==> src/core/ddm_pkg.sv <==
// constants and types for the dual input deserializer mode and input mux
// assumes a single 125 MHz system clock domain
package ddm_pkg;
    // register offsets
    localparam logic [7:0] REG_PORT_CFG = 8'h6D;
    localparam logic [7:0] REG_SEL_CTRL = 8'h70;
    localparam logic [7:0] REG_STATUS   = 8'h71;
    // port_link_config fields
    localparam int CFG_MODE_LSB = 0;
    localparam int CFG_COAX_BIT = 2;
    // select control fields
    localparam int CTRL_OVR_BIT = 0;
    localparam int CTRL_SEL_BIT = 1;
    localparam int CTRL_BC_BIT  = 2;
    // status fields
    localparam int STS_PORT_BIT = 0;
    localparam int STS_PERR_BIT = 1;
    localparam int STS_SBAD_BIT = 2;
    localparam int STS_CODE_LSB = 4;
    // reset values
    localparam logic [7:0] CFG_RST  = 8'h00;
    localparam logic [7:0] CTRL_RST = 8'h04;
    // frame layout
    localparam int FRM_W       = 28;
    localparam int PAY_W       = 21;
    localparam int PIX_W       = 14;
    localparam int HALF_W      = 7;
    localparam int FRM_CTL_BIT = 24;
    localparam int FRM_PAR_BIT = 27;
    localparam int FIFO_DEPTH  = 8;
    // cycles after reset release before the strap is taken
    localparam logic [1:0] STRAP_CAPT_CYC = 2'h2;
    // strap code bit that selects coax
    localparam int STRAP_COAX_BIT = 2;

    typedef enum logic [1:0] {
        MODE_WIDE_LOW  = 2'h0,
        MODE_WIDE_HIGH = 2'h1,
        MODE_NARROW    = 2'h2,
        MODE_RSVD      = 2'h3
    } ddm_mode_t;

    typedef enum logic [1:0] {
        ST_IDLE = 2'b01,
        ST_PUSH = 2'b10
    } ddm_st_t;

    typedef struct packed {
        logic [1:0]  sync;
        logic [11:0] data;
    } ddm_pix_t;
endpackage

==> src/core/ddm_mode_mux.sv <==
// input mux, mode control and pixel unpack of the dual input deserializer
// assumes link clocks and frames come from outside and are sampled here
//
// Contract
// each forward frame is 28 bits: payload, sync, control bit, parity
// wide high mode gives 12 data plus 2 sync bits per pixel
// narrow mode sender toggles sync at most once per ten pixels
// wide low mode gives 12 data plus 2 sync bits per pixel
// pixels per frame: one wide low, two narrow, three per two wide high
// one frame per link clock edge, line rate follows the mode
// exactly one of two inputs feeds the pixel output at a time
// active input chosen by select pin or by register
// reverse channel driver on only for the selected input
// controller selects new input first, then enables its reverse channel
// mode comes from strap, register bits 1:0 override it
// strap codes 1-3 twisted pair, 5-7 coax, 0 and 4 reserved
// cable type at bit 2 and mode at bits 1:0, read and write
// output 10 or 12 bits by mode, control sent back on the link
// control traffic runs at any time, independent of blanking
// control channel driven from the local control port
// strap taken after reset, register writes replace it until reset
`timescale 1ns/10ps
`default_nettype none

module ddm_fifo
    import ddm_pkg::*;
#(
    parameter int W = PIX_W,
    parameter int D = FIFO_DEPTH
)(
    // clock and reset
    input  wire logic         sys_clk_i,
    input  wire logic         rst_n_i,
    // fill side
    input  wire logic         in_valid_i,
    output logic              in_ready_o,
    input  wire logic [W-1:0] in_data_i,
    // drain side
    output logic              out_valid_o,
    input  wire logic         out_ready_i,
    output logic [W-1:0]      out_data_o
);
    localparam int AW = $clog2(D);
    logic [W-1:0] mem_r [D];
    logic [AW:0]  wp_r;
    logic [AW:0]  wp_nxt;
    logic [AW:0]  rp_r;
    logic [AW:0]  rp_nxt;
    logic         push;
    logic         pop;

    assign in_ready_o  = !((wp_r[AW] != rp_r[AW]) && (wp_r[AW-1:0] == rp_r[AW-1:0]));
    assign out_valid_o = (wp_r != rp_r);
    assign out_data_o  = mem_r[rp_r[AW-1:0]];
    assign push        = in_valid_i && in_ready_o;
    assign pop         = out_valid_o && out_ready_i;

    always_comb
    begin
        wp_nxt = push ? wp_r + 1'b1 : wp_r;
        rp_nxt = pop ? rp_r + 1'b1 : rp_r;
    end

    always_ff @(posedge sys_clk_i)
    begin
        if (!rst_n_i)
        begin
            wp_r <= '0;
            rp_r <= '0;
        end
        else
        begin
            wp_r <= wp_nxt;
            rp_r <= rp_nxt;
        end
        if (push)
            mem_r[wp_r[AW-1:0]] <= in_data_i;
    end
endmodule

module ddm_mode_mux
    import ddm_pkg::*;
(
    // clock and reset
    input  wire logic                 sys_clk_i,
    input  wire logic                 rst_n_i,
    // serial links, already deserialized per frame
    input  wire logic [1:0]           lnk_clk_i,
    input  wire logic [1:0][FRM_W-1:0] lnk_frame_i,
    // pins
    input  wire logic                 sel_pin_i,
    input  wire logic [2:0]           strap_code_i,
    // local control port
    input  wire logic                 reg_wr_i,
    input  wire logic [7:0]           reg_addr_i,
    input  wire logic [7:0]           reg_wdata_i,
    output logic [7:0]                reg_rdata_o,
    input  wire logic                 ctl_tx_i,
    output logic                      ctl_rx_o,
    // reverse channel drivers
    output logic [1:0]                bc_en_o,
    output logic [1:0]                bc_data_o,
    // pixel output
    output ddm_pix_t                  pix_o,
    output logic                      pix_valid_o,
    input  wire logic                 pix_ready_i,
    output logic                      pclk_o
);
    // pin synchronisers
    logic [1:0]            lclk_s1_r;
    logic [1:0]            lclk_s2_r;
    logic [1:0]            lclk_d_r;
    logic [1:0][FRM_W-1:0] frm_s1_r;
    logic [1:0][FRM_W-1:0] frm_s2_r;
    logic [1:0]            sel_s_r;
    logic [2:0]            strap_s1_r;
    logic [2:0]            strap_s2_r;

    always_ff @(posedge sys_clk_i)
    begin
        lclk_s1_r  <= lnk_clk_i;
        lclk_s2_r  <= lclk_s1_r;
        lclk_d_r   <= lclk_s2_r;
        frm_s1_r   <= lnk_frame_i;
        frm_s2_r   <= frm_s1_r;
        sel_s_r    <= {sel_s_r[0], sel_pin_i};
        strap_s1_r <= strap_code_i;
        strap_s2_r <= strap_s1_r;
    end

    // control state
    logic [1:0] cnt_r, cnt_nxt;
    logic [1:0] mode_r, mode_nxt;
    logic       coax_r, coax_nxt;
    logic [2:0] ctrl_r, ctrl_nxt;
    logic       act_r, act_nxt;
    logic       perr_r, perr_nxt;
    logic       sbad_r, sbad_nxt;
    logic [2:0] code_r, code_nxt;
    logic [7:0] rdata_nxt;
    logic       ctl_rx_nxt;
    logic       wr_cfg;
    logic       wr_ctrl;
    logic [1:0] strap_mode;
    logic       frm_evt;
    logic [FRM_W-1:0] frm;

    assign wr_cfg  = reg_wr_i && (reg_addr_i == REG_PORT_CFG);
    assign wr_ctrl = reg_wr_i && (reg_addr_i == REG_SEL_CTRL);
    // one frame per active link edge
    assign frm_evt = lclk_s2_r[act_r] && !lclk_d_r[act_r];
    assign frm     = frm_s2_r[act_r];

    always_comb
    begin
        // strap decode
        case (strap_s2_r[1:0])
            2'h1:    strap_mode = MODE_WIDE_LOW;
            2'h2:    strap_mode = MODE_WIDE_HIGH;
            2'h3:    strap_mode = MODE_NARROW;
            default: strap_mode = MODE_WIDE_LOW;
        endcase
        cnt_nxt    = (cnt_r == STRAP_CAPT_CYC) ? cnt_r : cnt_r + 2'h1;
        mode_nxt   = mode_r;
        coax_nxt   = coax_r;
        sbad_nxt   = sbad_r;
        code_nxt   = code_r;
        // strap taken once after release
        if (cnt_r == STRAP_CAPT_CYC - 2'h1)
        begin
            mode_nxt = strap_mode;
            coax_nxt = strap_s2_r[STRAP_COAX_BIT];
            sbad_nxt = (strap_s2_r[1:0] == 2'h0);
            code_nxt = strap_s2_r;
        end
        // register override of mode and cable
        if (wr_cfg)
        begin
            mode_nxt = reg_wdata_i[CFG_MODE_LSB +: 2];
            coax_nxt = reg_wdata_i[CFG_COAX_BIT];
        end
        ctrl_nxt = wr_ctrl ? reg_wdata_i[2:0] : ctrl_r;
        // pin or register select
        act_nxt = ctrl_r[CTRL_OVR_BIT] ? ctrl_r[CTRL_SEL_BIT] : sel_s_r[1];
        // even parity over the frame, sticky until status write
        perr_nxt = perr_r;
        if (reg_wr_i && (reg_addr_i == REG_STATUS))
            perr_nxt = 1'b0;
        if (frm_evt && ^frm)
            perr_nxt = 1'b1;
        // control bit forwarded on every frame
        ctl_rx_nxt = frm_evt ? frm[FRM_CTL_BIT] : ctl_rx_o;
        // readback of strapped or written values
        case (reg_addr_i)
            REG_PORT_CFG: rdata_nxt = {5'h00, coax_r, mode_r};
            REG_SEL_CTRL: rdata_nxt = {5'h00, ctrl_r};
            REG_STATUS:   rdata_nxt = {1'b0, code_r, 1'b0, sbad_r, perr_r, act_r};
            default:      rdata_nxt = 8'h00;
        endcase
    end

    always_ff @(posedge sys_clk_i)
    begin
        if (!rst_n_i)
        begin
            cnt_r       <= 2'h0;
            mode_r      <= CFG_RST[1:0];
            coax_r      <= CFG_RST[CFG_COAX_BIT];
            ctrl_r      <= CTRL_RST[2:0];
            act_r       <= 1'b0;
            perr_r      <= 1'b0;
            sbad_r      <= 1'b0;
            code_r      <= 3'h0;
            reg_rdata_o <= 8'h00;
            ctl_rx_o    <= 1'b0;
        end
        else
        begin
            cnt_r       <= cnt_nxt;
            mode_r      <= mode_nxt;
            coax_r      <= coax_nxt;
            ctrl_r      <= ctrl_nxt;
            act_r       <= act_nxt;
            perr_r      <= perr_nxt;
            sbad_r      <= sbad_nxt;
            code_r      <= code_nxt;
            reg_rdata_o <= rdata_nxt;
            ctl_rx_o    <= ctl_rx_nxt;
        end
    end

    // reverse channel, per port
    genvar gi;
    generate
        for (gi = 0; gi < 2; gi++)
        begin : g_bc
            // driver follows active port, enabled by register after select
            assign bc_en_o[gi]   = ctrl_r[CTRL_BC_BIT] && (act_r == 1'(gi));
            // local control bit sent back
            assign bc_data_o[gi] = bc_en_o[gi] && ctl_tx_i;
        end
    endgenerate

    // pixel unpack
    ddm_st_t          st_r, st_nxt;
    ddm_pix_t [2:0]   stg_r, stg_nxt;
    logic [1:0]       stg_cnt_r, stg_cnt_nxt;
    logic [1:0]       stg_idx_r, stg_idx_nxt;
    logic             ph_r, ph_nxt;
    logic [HALF_W-1:0] carry_r, carry_nxt;
    logic             f_ready;
    logic             f_valid;
    ddm_pix_t         f_data;

    assign f_valid = (st_r == ST_PUSH);
    assign f_data  = stg_r[stg_idx_r];

    always_comb
    begin
        st_nxt      = st_r;
        stg_nxt     = stg_r;
        stg_cnt_nxt = stg_cnt_r;
        stg_idx_nxt = stg_idx_r;
        ph_nxt      = ph_r;
        carry_nxt   = carry_r;
        case (st_r)
            ST_IDLE:
            begin
                if (frm_evt)
                begin
                    stg_idx_nxt = 2'h0;
                    st_nxt      = ST_PUSH;
                    // pixels per frame by mode
                    case (mode_r)
                        MODE_NARROW:
                        begin
                            // 10 data bits, upper two zero
                            stg_nxt[0]  = {frm[11:10], 2'h0, frm[9:0]};
                            stg_nxt[1]  = {frm[23:22], 2'h0, frm[21:12]};
                            stg_cnt_nxt = 2'h2;
                        end
                        MODE_WIDE_HIGH:
                        begin
                            // three 14-bit pixels over two frames
                            if (!ph_r)
                            begin
                                stg_nxt[0]  = frm[PIX_W-1:0];
                                carry_nxt   = frm[PAY_W-1:PIX_W];
                                stg_cnt_nxt = 2'h1;
                            end
                            else
                            begin
                                stg_nxt[0]  = {frm[HALF_W-1:0], carry_r};
                                stg_nxt[1]  = frm[PAY_W-1:HALF_W];
                                stg_cnt_nxt = 2'h2;
                            end
                            ph_nxt = !ph_r;
                        end
                        default:
                        begin
                            // one 14-bit pixel per frame
                            stg_nxt[0]  = frm[PIX_W-1:0];
                            stg_cnt_nxt = 2'h1;
                        end
                    endcase
                end
            end
            ST_PUSH:
            begin
                if (f_ready)
                begin
                    stg_idx_nxt = stg_idx_r + 2'h1;
                    if (stg_idx_r + 2'h1 == stg_cnt_r)
                        st_nxt = ST_IDLE;
                end
            end
            default:
                st_nxt = ST_IDLE;
        endcase
        if (mode_r != MODE_WIDE_HIGH)
            ph_nxt = 1'b0;
    end

    always_ff @(posedge sys_clk_i)
    begin
        if (!rst_n_i)
        begin
            st_r      <= ST_IDLE;
            stg_r     <= '0;
            stg_cnt_r <= 2'h0;
            stg_idx_r <= 2'h0;
            ph_r      <= 1'b0;
            carry_r   <= '0;
            pclk_o    <= 1'b0;
        end
        else
        begin
            st_r      <= st_nxt;
            stg_r     <= stg_nxt;
            stg_cnt_r <= stg_cnt_nxt;
            stg_idx_r <= stg_idx_nxt;
            ph_r      <= ph_nxt;
            carry_r   <= carry_nxt;
            pclk_o    <= pix_valid_o && pix_ready_i;
        end
    end

    ddm_fifo #(.W(PIX_W), .D(FIFO_DEPTH)) u_fifo (
        .sys_clk_i   (sys_clk_i),
        .rst_n_i     (rst_n_i),
        .in_valid_i  (f_valid),
        .in_ready_o  (f_ready),
        .in_data_i   (f_data),
        .out_valid_o (pix_valid_o),
        .out_ready_i (pix_ready_i),
        .out_data_o  (pix_o)
    );

    // checks
    AST_ONE_BC: assert property (@(posedge sys_clk_i) disable iff (!rst_n_i)
        $onehot0(bc_en_o)) else $error("two reverse drivers on");
    AST_BC_SEL: assert property (@(posedge sys_clk_i) disable iff (!rst_n_i)
        (bc_en_o != 2'h0) |-> bc_en_o[act_r]) else $error("driver on idle port");
    AST_SEL_PIN: assert property (@(posedge sys_clk_i) disable iff (!rst_n_i)
        !ctrl_r[CTRL_OVR_BIT] && !wr_ctrl ##1 !ctrl_r[CTRL_OVR_BIT] |->
        act_r == $past(sel_s_r[1])) else $error("select pin not followed");
    AST_WR_MODE: assert property (@(posedge sys_clk_i) disable iff (!rst_n_i)
        wr_cfg |=> mode_r == $past(reg_wdata_i[1:0])) else $error("mode write lost");
    AST_WR_COAX: assert property (@(posedge sys_clk_i) disable iff (!rst_n_i)
        wr_cfg ##1 1'b1 ##1 1'b1 |-> reg_rdata_o[CFG_COAX_BIT] == $past(reg_wdata_i[2], 2)
        || $past(reg_addr_i) != REG_PORT_CFG) else $error("cable bit readback");
    AST_STRAP: assert property (@(posedge sys_clk_i) disable iff (!rst_n_i)
        (cnt_r == 2'h1) && !wr_cfg |=> (mode_r == $past(strap_mode))
        && (coax_r == $past(strap_s2_r[2]))) else $error("strap not taken");
    AST_HOLD: assert property (@(posedge sys_clk_i) disable iff (!rst_n_i)
        (cnt_r == STRAP_CAPT_CYC) && !wr_cfg |=> $stable(mode_r))
        else $error("mode moved without write");
    AST_NARROW2: assert property (@(posedge sys_clk_i) disable iff (!rst_n_i)
        (st_r == ST_IDLE) && frm_evt && (mode_r == MODE_NARROW) |=> stg_cnt_r == 2'h2)
        else $error("narrow frame not two pixels");
    AST_LOW1: assert property (@(posedge sys_clk_i) disable iff (!rst_n_i)
        (st_r == ST_IDLE) && frm_evt && (mode_r == MODE_WIDE_LOW) |=> stg_cnt_r == 2'h1)
        else $error("wide low frame not one pixel");
    AST_PERR: assert property (@(posedge sys_clk_i) disable iff (!rst_n_i)
        frm_evt && ^frm |=> perr_r) else $error("parity error missed");
endmodule

`default_nettype wire

==> config.mk <==
export PLATFORM = sky130hd
export DESIGN_NAME = ddm_mode_mux
export DESIGN_NICKNAME = d
export VERILOG_FILES = /design/src/core/ddm_pkg.sv /design/src/core/ddm_mode_mux.sv
export SDC_FILE = /design/constraint.sdc
export NUM_CORES = 1
export LEC_CHECK = 0
export BUFFER_PORTS_ARGS = -buffer_cell sky130_fd_sc_hd__buf_4
export CORE_MARGIN = 2
export CORE_UTILIZATION = 35
export CTS_CLUSTER_SIZE = 16
export DETAILED_ROUTE_END_ITERATION = 6
export PLACE_DENSITY = 0.54
export SLEW_MARGIN = 20
export SYNTH_ARGS = -nofsm -noshare
export SYNTH_HDL_FRONTEND = slang
export SYNTH_HIERARCHICAL = 1
export SYNTH_SLANG_ARGS = --single-unit
==> constraint.sdc <==
create_clock -name sys_clk_i -period 2.8 [get_ports sys_clk_i]
set_clock_uncertainty 0.15 [all_clocks]
set_input_delay 0.28 -clock sys_clk_i [delete_from_list [all_inputs] [get_ports sys_clk_i]]
set_output_delay 0.28 -clock sys_clk_i [all_outputs]
set_load 0.1 [all_outputs]
==> results of run 1 <==
-- path summary, 6_finish.rpt --
| path | cells past startpoint | endpoint | start | slack [ns] |
|---|---|---|---|---|
| worst max-delay path | 4 | pix_o[11] | register | 0.10 |
| worst min-delay path | 5 | ctrl_r[1] | reg_addr_i[0] | 0.07 |
| worst max register to register | 5 | u_fifo/mem_r[5][3] | u_fifo/wp_r[2] | 0.44 |
| worst min register to register | 0 | frm_s2_r[5] | frm_s1_r[5] | 0.17 |
-- what timing repair did --
action                                  CTS  global route
setup buffers                             0             0
hold buffers                             72             0
resized for setup                         0             1
endpoints found under the hold margin    83             0
endpoints found under the setup margin    0             5
-- layout make-up --
type                       count  area [um2]
sequential                   313        7390
timing repair buffer         198        1720
multi-input combinational    434        3810
tap                          442         553
clock buffer                  44         916
fill                        2958       17900
inverter                      12        45.0
clock inverter                13        75.1
-- registers in the layout (all words and copies together) (netlist names), 3 cells and up, named ones only --
signal and cells:
reg_rdata_o 6, carry_r 7, u_fifo/wp_r 4, stg_r 28, strap_s1_r 3, frm_s2_r 56, code_r 3, frm_s1_r 56
u_fifo/rp_r 4, ctrl_r 3, u_fifo/mem_r 112, strap_s2_r 3
-- critical path, delay by kind of cell, from the launching register on --
family / cells / cell delay (ns)
multiplexers: 2 / 0.90
buffers and inverters: 2 / 0.42
flip-flops: 1 / 0.40
-- per-layer routing --
metal	track usage	vias to the layer above
met5	0	-
met4	0.0295	0
met3	0.0226	33
met2	0.221	136
met1	0.171	3116
li1	-	3307
-- cells by family after synthesis --
family | count (synthesis) | share of synthesized area
compound gates | 82 | 0.0530
xor+xnor | 50 | 0.0406
fa+ha+maj | 6 | 0.00656
other cells | 1 | 0.000327
flops | 313 | 0.645
mux | 126 | 0.158
simple gates | 168 | 0.0713
buf+inv | 53 | 0.0256
-- metrics by stage --
stage	TNS (ns)	instance area, um2	std cells	worst slack [ns]
floorplan	-10.89	11500	800	-0.311
global placement	0	12800	1326	0.469
detailed placement	0	12800	1326	0.411
CTS	0	14500	1455	0.0136
global route	0	14500	1456	0.0242
finish	0	14500	1456	0.102
-- cells in the mapped netlist (5+ instances only) --
cell type,count
a211oi_2,5
nand2_1,29
nor2_1,80
nand3b_1,5
inv_1,11
clkbuf_1,18
edfxtp_1,112
buf_6,5
a211oi_1,15
dfxtp_1,201
nand2b_1,12
xnor2_1,14
mux4_2,15
xor2_1,34
mux2_2,24
o21ai_0,13
nand3_1,7
a21oi_1,19
and3_1,6
ha_1,6
a22oi_1,8
mux4_1,20
buf_2,10
mux2i_1,67
-- power breakdown --
group / internal (mW) / switching [mW] / total [mW]
registers: 4.91 / 0.110 / 5.02
logic: 0.667 / 0.867 / 1.53
clock network: 2.27 / 1.67 / 3.94
total: 7.84 / 2.64 / 10.5
==> impl_metrics.tcl, run 1 <==
set metrics [dict create \
    status "complete, no violations" \
    holdWs_ns 0.0691 \
    synth_flop_cell "dfxtp_1" \
    antenna_cells 0 \
    syn2layout_area_growth_pct 26.7 \
    synth_area_leaders "dfxtp_1, edfxtp_1, mux2i_1" \
    vias 6592 \
    wl_met3_um 880 \
    routed_via_density 4.53 \
    antenna_found_initial 0 \
    grt_pass1_wl_um 35100 \
    drive_gt1_frac 0.237 \
    clock_path_buffers 3 \
    grt_pass1_vias 6620 \
    powerDensity_nw_per_um2 722 \
    critical-path-slowest-cell "mux4_1" \
    hp-class "in2reg" \
    finalPower_mw 10.5 \
    htreeDepth 1 \
    cts_sinks 313 \
    mostFrequentLayoutCells "dfxtp_1, buf_4, edfxtp_1" \
    setup_violations 0 \
    path_cells "buf_12 -> mux4_1 -> mux2_2 -> buf_4" \
    slew_headroom 0.578 \
    clkTransAtPathRegs_ns 0.06 \
    worstPathMaxFanout 14 \
    utilization 0.448 \
    tritoncts "yes" \
    ys.warnings.count 6 \
    fin_crit_sh 0.964 \
    required_ns 2.37 \
    synth_edf_count 112 \
    portBuffers 104 \
    synth_seq_cells 313 \
    rsz0062_at_grt "false" \
    synthCells 799 \
    maxSlewViolCount 0 \
    p_leak_nw 5.53 \
    fin_nets 1079 \
    dr_wl_met2_um 10500 \
    rows 66 \
    first_pass_iters 5 \
    cap_viol_max_count 0 \
    synth_sequential_area_ratio 0.645 \
    synth_top_area_share 0.351 \
    die_w_um 185 \
    drtAntennaViolNets 0 \
    critPathCaptureType "output pin" \
    ioPinCount 112 \
    fin_crit_ns 2.70 \
    start_util 0.354 \
    dieArea_um2 34200 \
    top_layer_used "met4" \
    core_um2 32400 \
    clock-root-buffer "clkbuf_16" \
    m1WireLength_um 10200 \
    worstPathArrival_ns 2.27 \
    drc 0 \
    hold_violations 0 \
    wl_um 22000 \
    drtIter0Drc 292 \
    syn_avg_cell_area_um2 14.3 \
    synth_cell_type_count 63 \
    die_y_um 185 \
    max_freq_mhz 371 \
    clock_latency_ns 0.56 \
    syn_area_um2 11500 \
    tightest_slew_ns 0.630 \
    grt_max_degree 33 \
    numCtsBuffers 31 \
    startpoint_type "register" \
    irDropWorstVdd_v 0.000415 \
    track_usage 0.129 \
    final_common_cell "dfxtp_1" \
    crit_type "reg2out" \
    avgRoutedWirePerCell_um 15.1 \
    post-dp-hpwl_um 14100 \
    place.gp.congestion 0.732 \
    yosysTopAreaCell "dfxtp_1" \
    synth-async-reset-ratio 0 \
    max_stage_delay_ns 0.59 \
    overflow 0 \
]
Power figures use the tool's default switching activity.
==> run 2, diff against run 1 <==
CORE_MARGIN = 1   (was 2)
==> impl_metrics.tcl, run 2 (same netlist as run 1, synthesis figures left out) <==
set metrics [dict create \
    overflow 0 \
    fin_crit_sh 0.954 \
    clock_latency_ns 0.50 \
    first_pass_iters 4 \
    grt_pass1_vias 6707 \
    avgRoutedWirePerCell_um 15.5 \
    drtIter0Drc 314 \
    start_util 0.359 \
    layout.cells.non_filler 1456 \
    powerDensity_nw_per_um2 755 \
    fin_crit_ns 2.67 \
    hp-class "in2reg" \
    largest_reg_flops 112 \
    die_w_um 183 \
    drc 0 \
    required_ns 3.09 \
    startpoint_type "input port" \
    rows 65 \
    drtAntennaViolNets 0 \
    hold_violations 0 \
    wl_um 22600 \
    post-dp-hpwl_um 14400 \
    grt_pass1_wl_um 36100 \
    clkTransAtPathRegs_ns 0.06 \
    finalPower_mw 11.1 \
    r2r_start "u_fifo/wp_r[2]" \
    slew_headroom 0.565 \
    dieArea_um2 33400 \
    clock_path_buffers 3 \
    core_um2 31900 \
    worstPathMaxFanout 7 \
    worstHoldPathCells 2 \
    finalInstanceArea_um2 14700 \
    tightest_slew_ns 0.649 \
    fin_tns_setup_ns 0 \
    crit_type "in2reg" \
    tritoncts "yes" \
    grt_max_degree 33 \
    status "complete, no violations" \
    routed_via_density 4.59 \
    whs_endpoint "stg_r[7]" \
    timing.reg2reg.setup_slack_ns 0.43 \
    die_y_um 183 \
    syn2layout_area_growth_pct 28.3 \
    rsz0062_at_grt "false" \
    maxSlewViolCount 0 \
    fin_nets 1087 \
    n_fill_cell 2877 \
    htreeDepth 2 \
    post_cts_buffers 0 \
    placed_cell_area_um2 12800 \
    numCtsBuffers 34 \
    hold_start "rst_n_i" \
    p_leak_nw 5.61 \
    antenna_found_initial 0 \
    portBuffers 104 \
    track_usage 0.138 \
    irDropWorstVdd_v 0.000426 \
    mostFrequentLayoutCells "dfxtp_1, buf_4, edfxtp_1" \
    antenna_cells 0 \
    final_common_cell "dfxtp_1" \
    worstPathArrival_ns 2.96 \
    max_freq_mhz 374 \
    cts_sinks 313 \
    ioPinCount 112 \
    reg2reg_to "u_fifo/mem_r[5][13]" \
    drive_gt1_frac 0.240 \
    vias 6683 \
    cap_viol_max_count 0 \
    place.gp.congestion 0.818 \
    r2r_cells 5 \
    clock-root-buffer "clkbuf_16" \
    critPathCaptureType "register" \
    setup_violations 0 \
    utilization 0.461 \
    dp.cells 1324 \
]
## run 2: worst max path at each step
stage                         from                 end  slack, ns
floorplan           u_fifo/wp_r[0]  u_fifo/mem_r[5][0]      -0.31
global placement    u_fifo/wp_r[2]  u_fifo/mem_r[5][4]       0.46
detailed placement  u_fifo/wp_r[2]  u_fifo/mem_r[5][4]       0.42
CTS                       register           pix_o[10]       0.11
global route         reg_addr_i[7]           ctrl_r[0]       0.02
finish               reg_addr_i[7]           ctrl_r[0]       0.13
## run 2: critical path, cell delays in order
cell and delay [ns]:
buf_4 0.10, nand3b_1 0.16, or4b_2 0.72, nor3_4 0.30
nand3_1 0.13, dlygate4sd3_1 0.58, a21oi_1 0.13, dlygate4sd3_1 0.56
## run 2: per-stage QoR
stage                     setup WS [ns]  hold slack (ns)
after floorplan                  -0.311            0.158
after global placement            0.462            0.161
after detailed placement          0.422            0.162
after CTS                         0.108           0.0283
after global routing             0.0234           0.0463
final                             0.129           0.0437
## run 2: cell type report
class,instances,area [um2],share of cell area
clock buffer,43,915,0.0622
clock inverter,16,239,0.0163
tap,435,544,0.0370
sequential,313,7390,0.503
multi-input combinational,434,3820,0.260
timing repair buffer,203,1740,0.119
inverter,12,45.0,0.00306
## run 2: report_power, final
group	internal, mW	switching (mW)
clock	2.80	1.76
sequential	4.91	0.110
combinational	0.659	0.868
## run 2: what timing repair did
action / 4_1_cts / 5_1_grt
setup endpoints to repair: 0 / 2
hold buffers: 73 / 0
gates resized for setup: 0 / 1
hold endpoints to repair: 70 / 0
## run 2: per-layer routing
metal	GRT usage	routed length, um	vias to the layer above
li1	-	-	3321
met1	0.179	10400	3188
met2	0.232	10800	142
met3	0.0302	925	32
met4	0.0400	474	0
met5	0	0	-
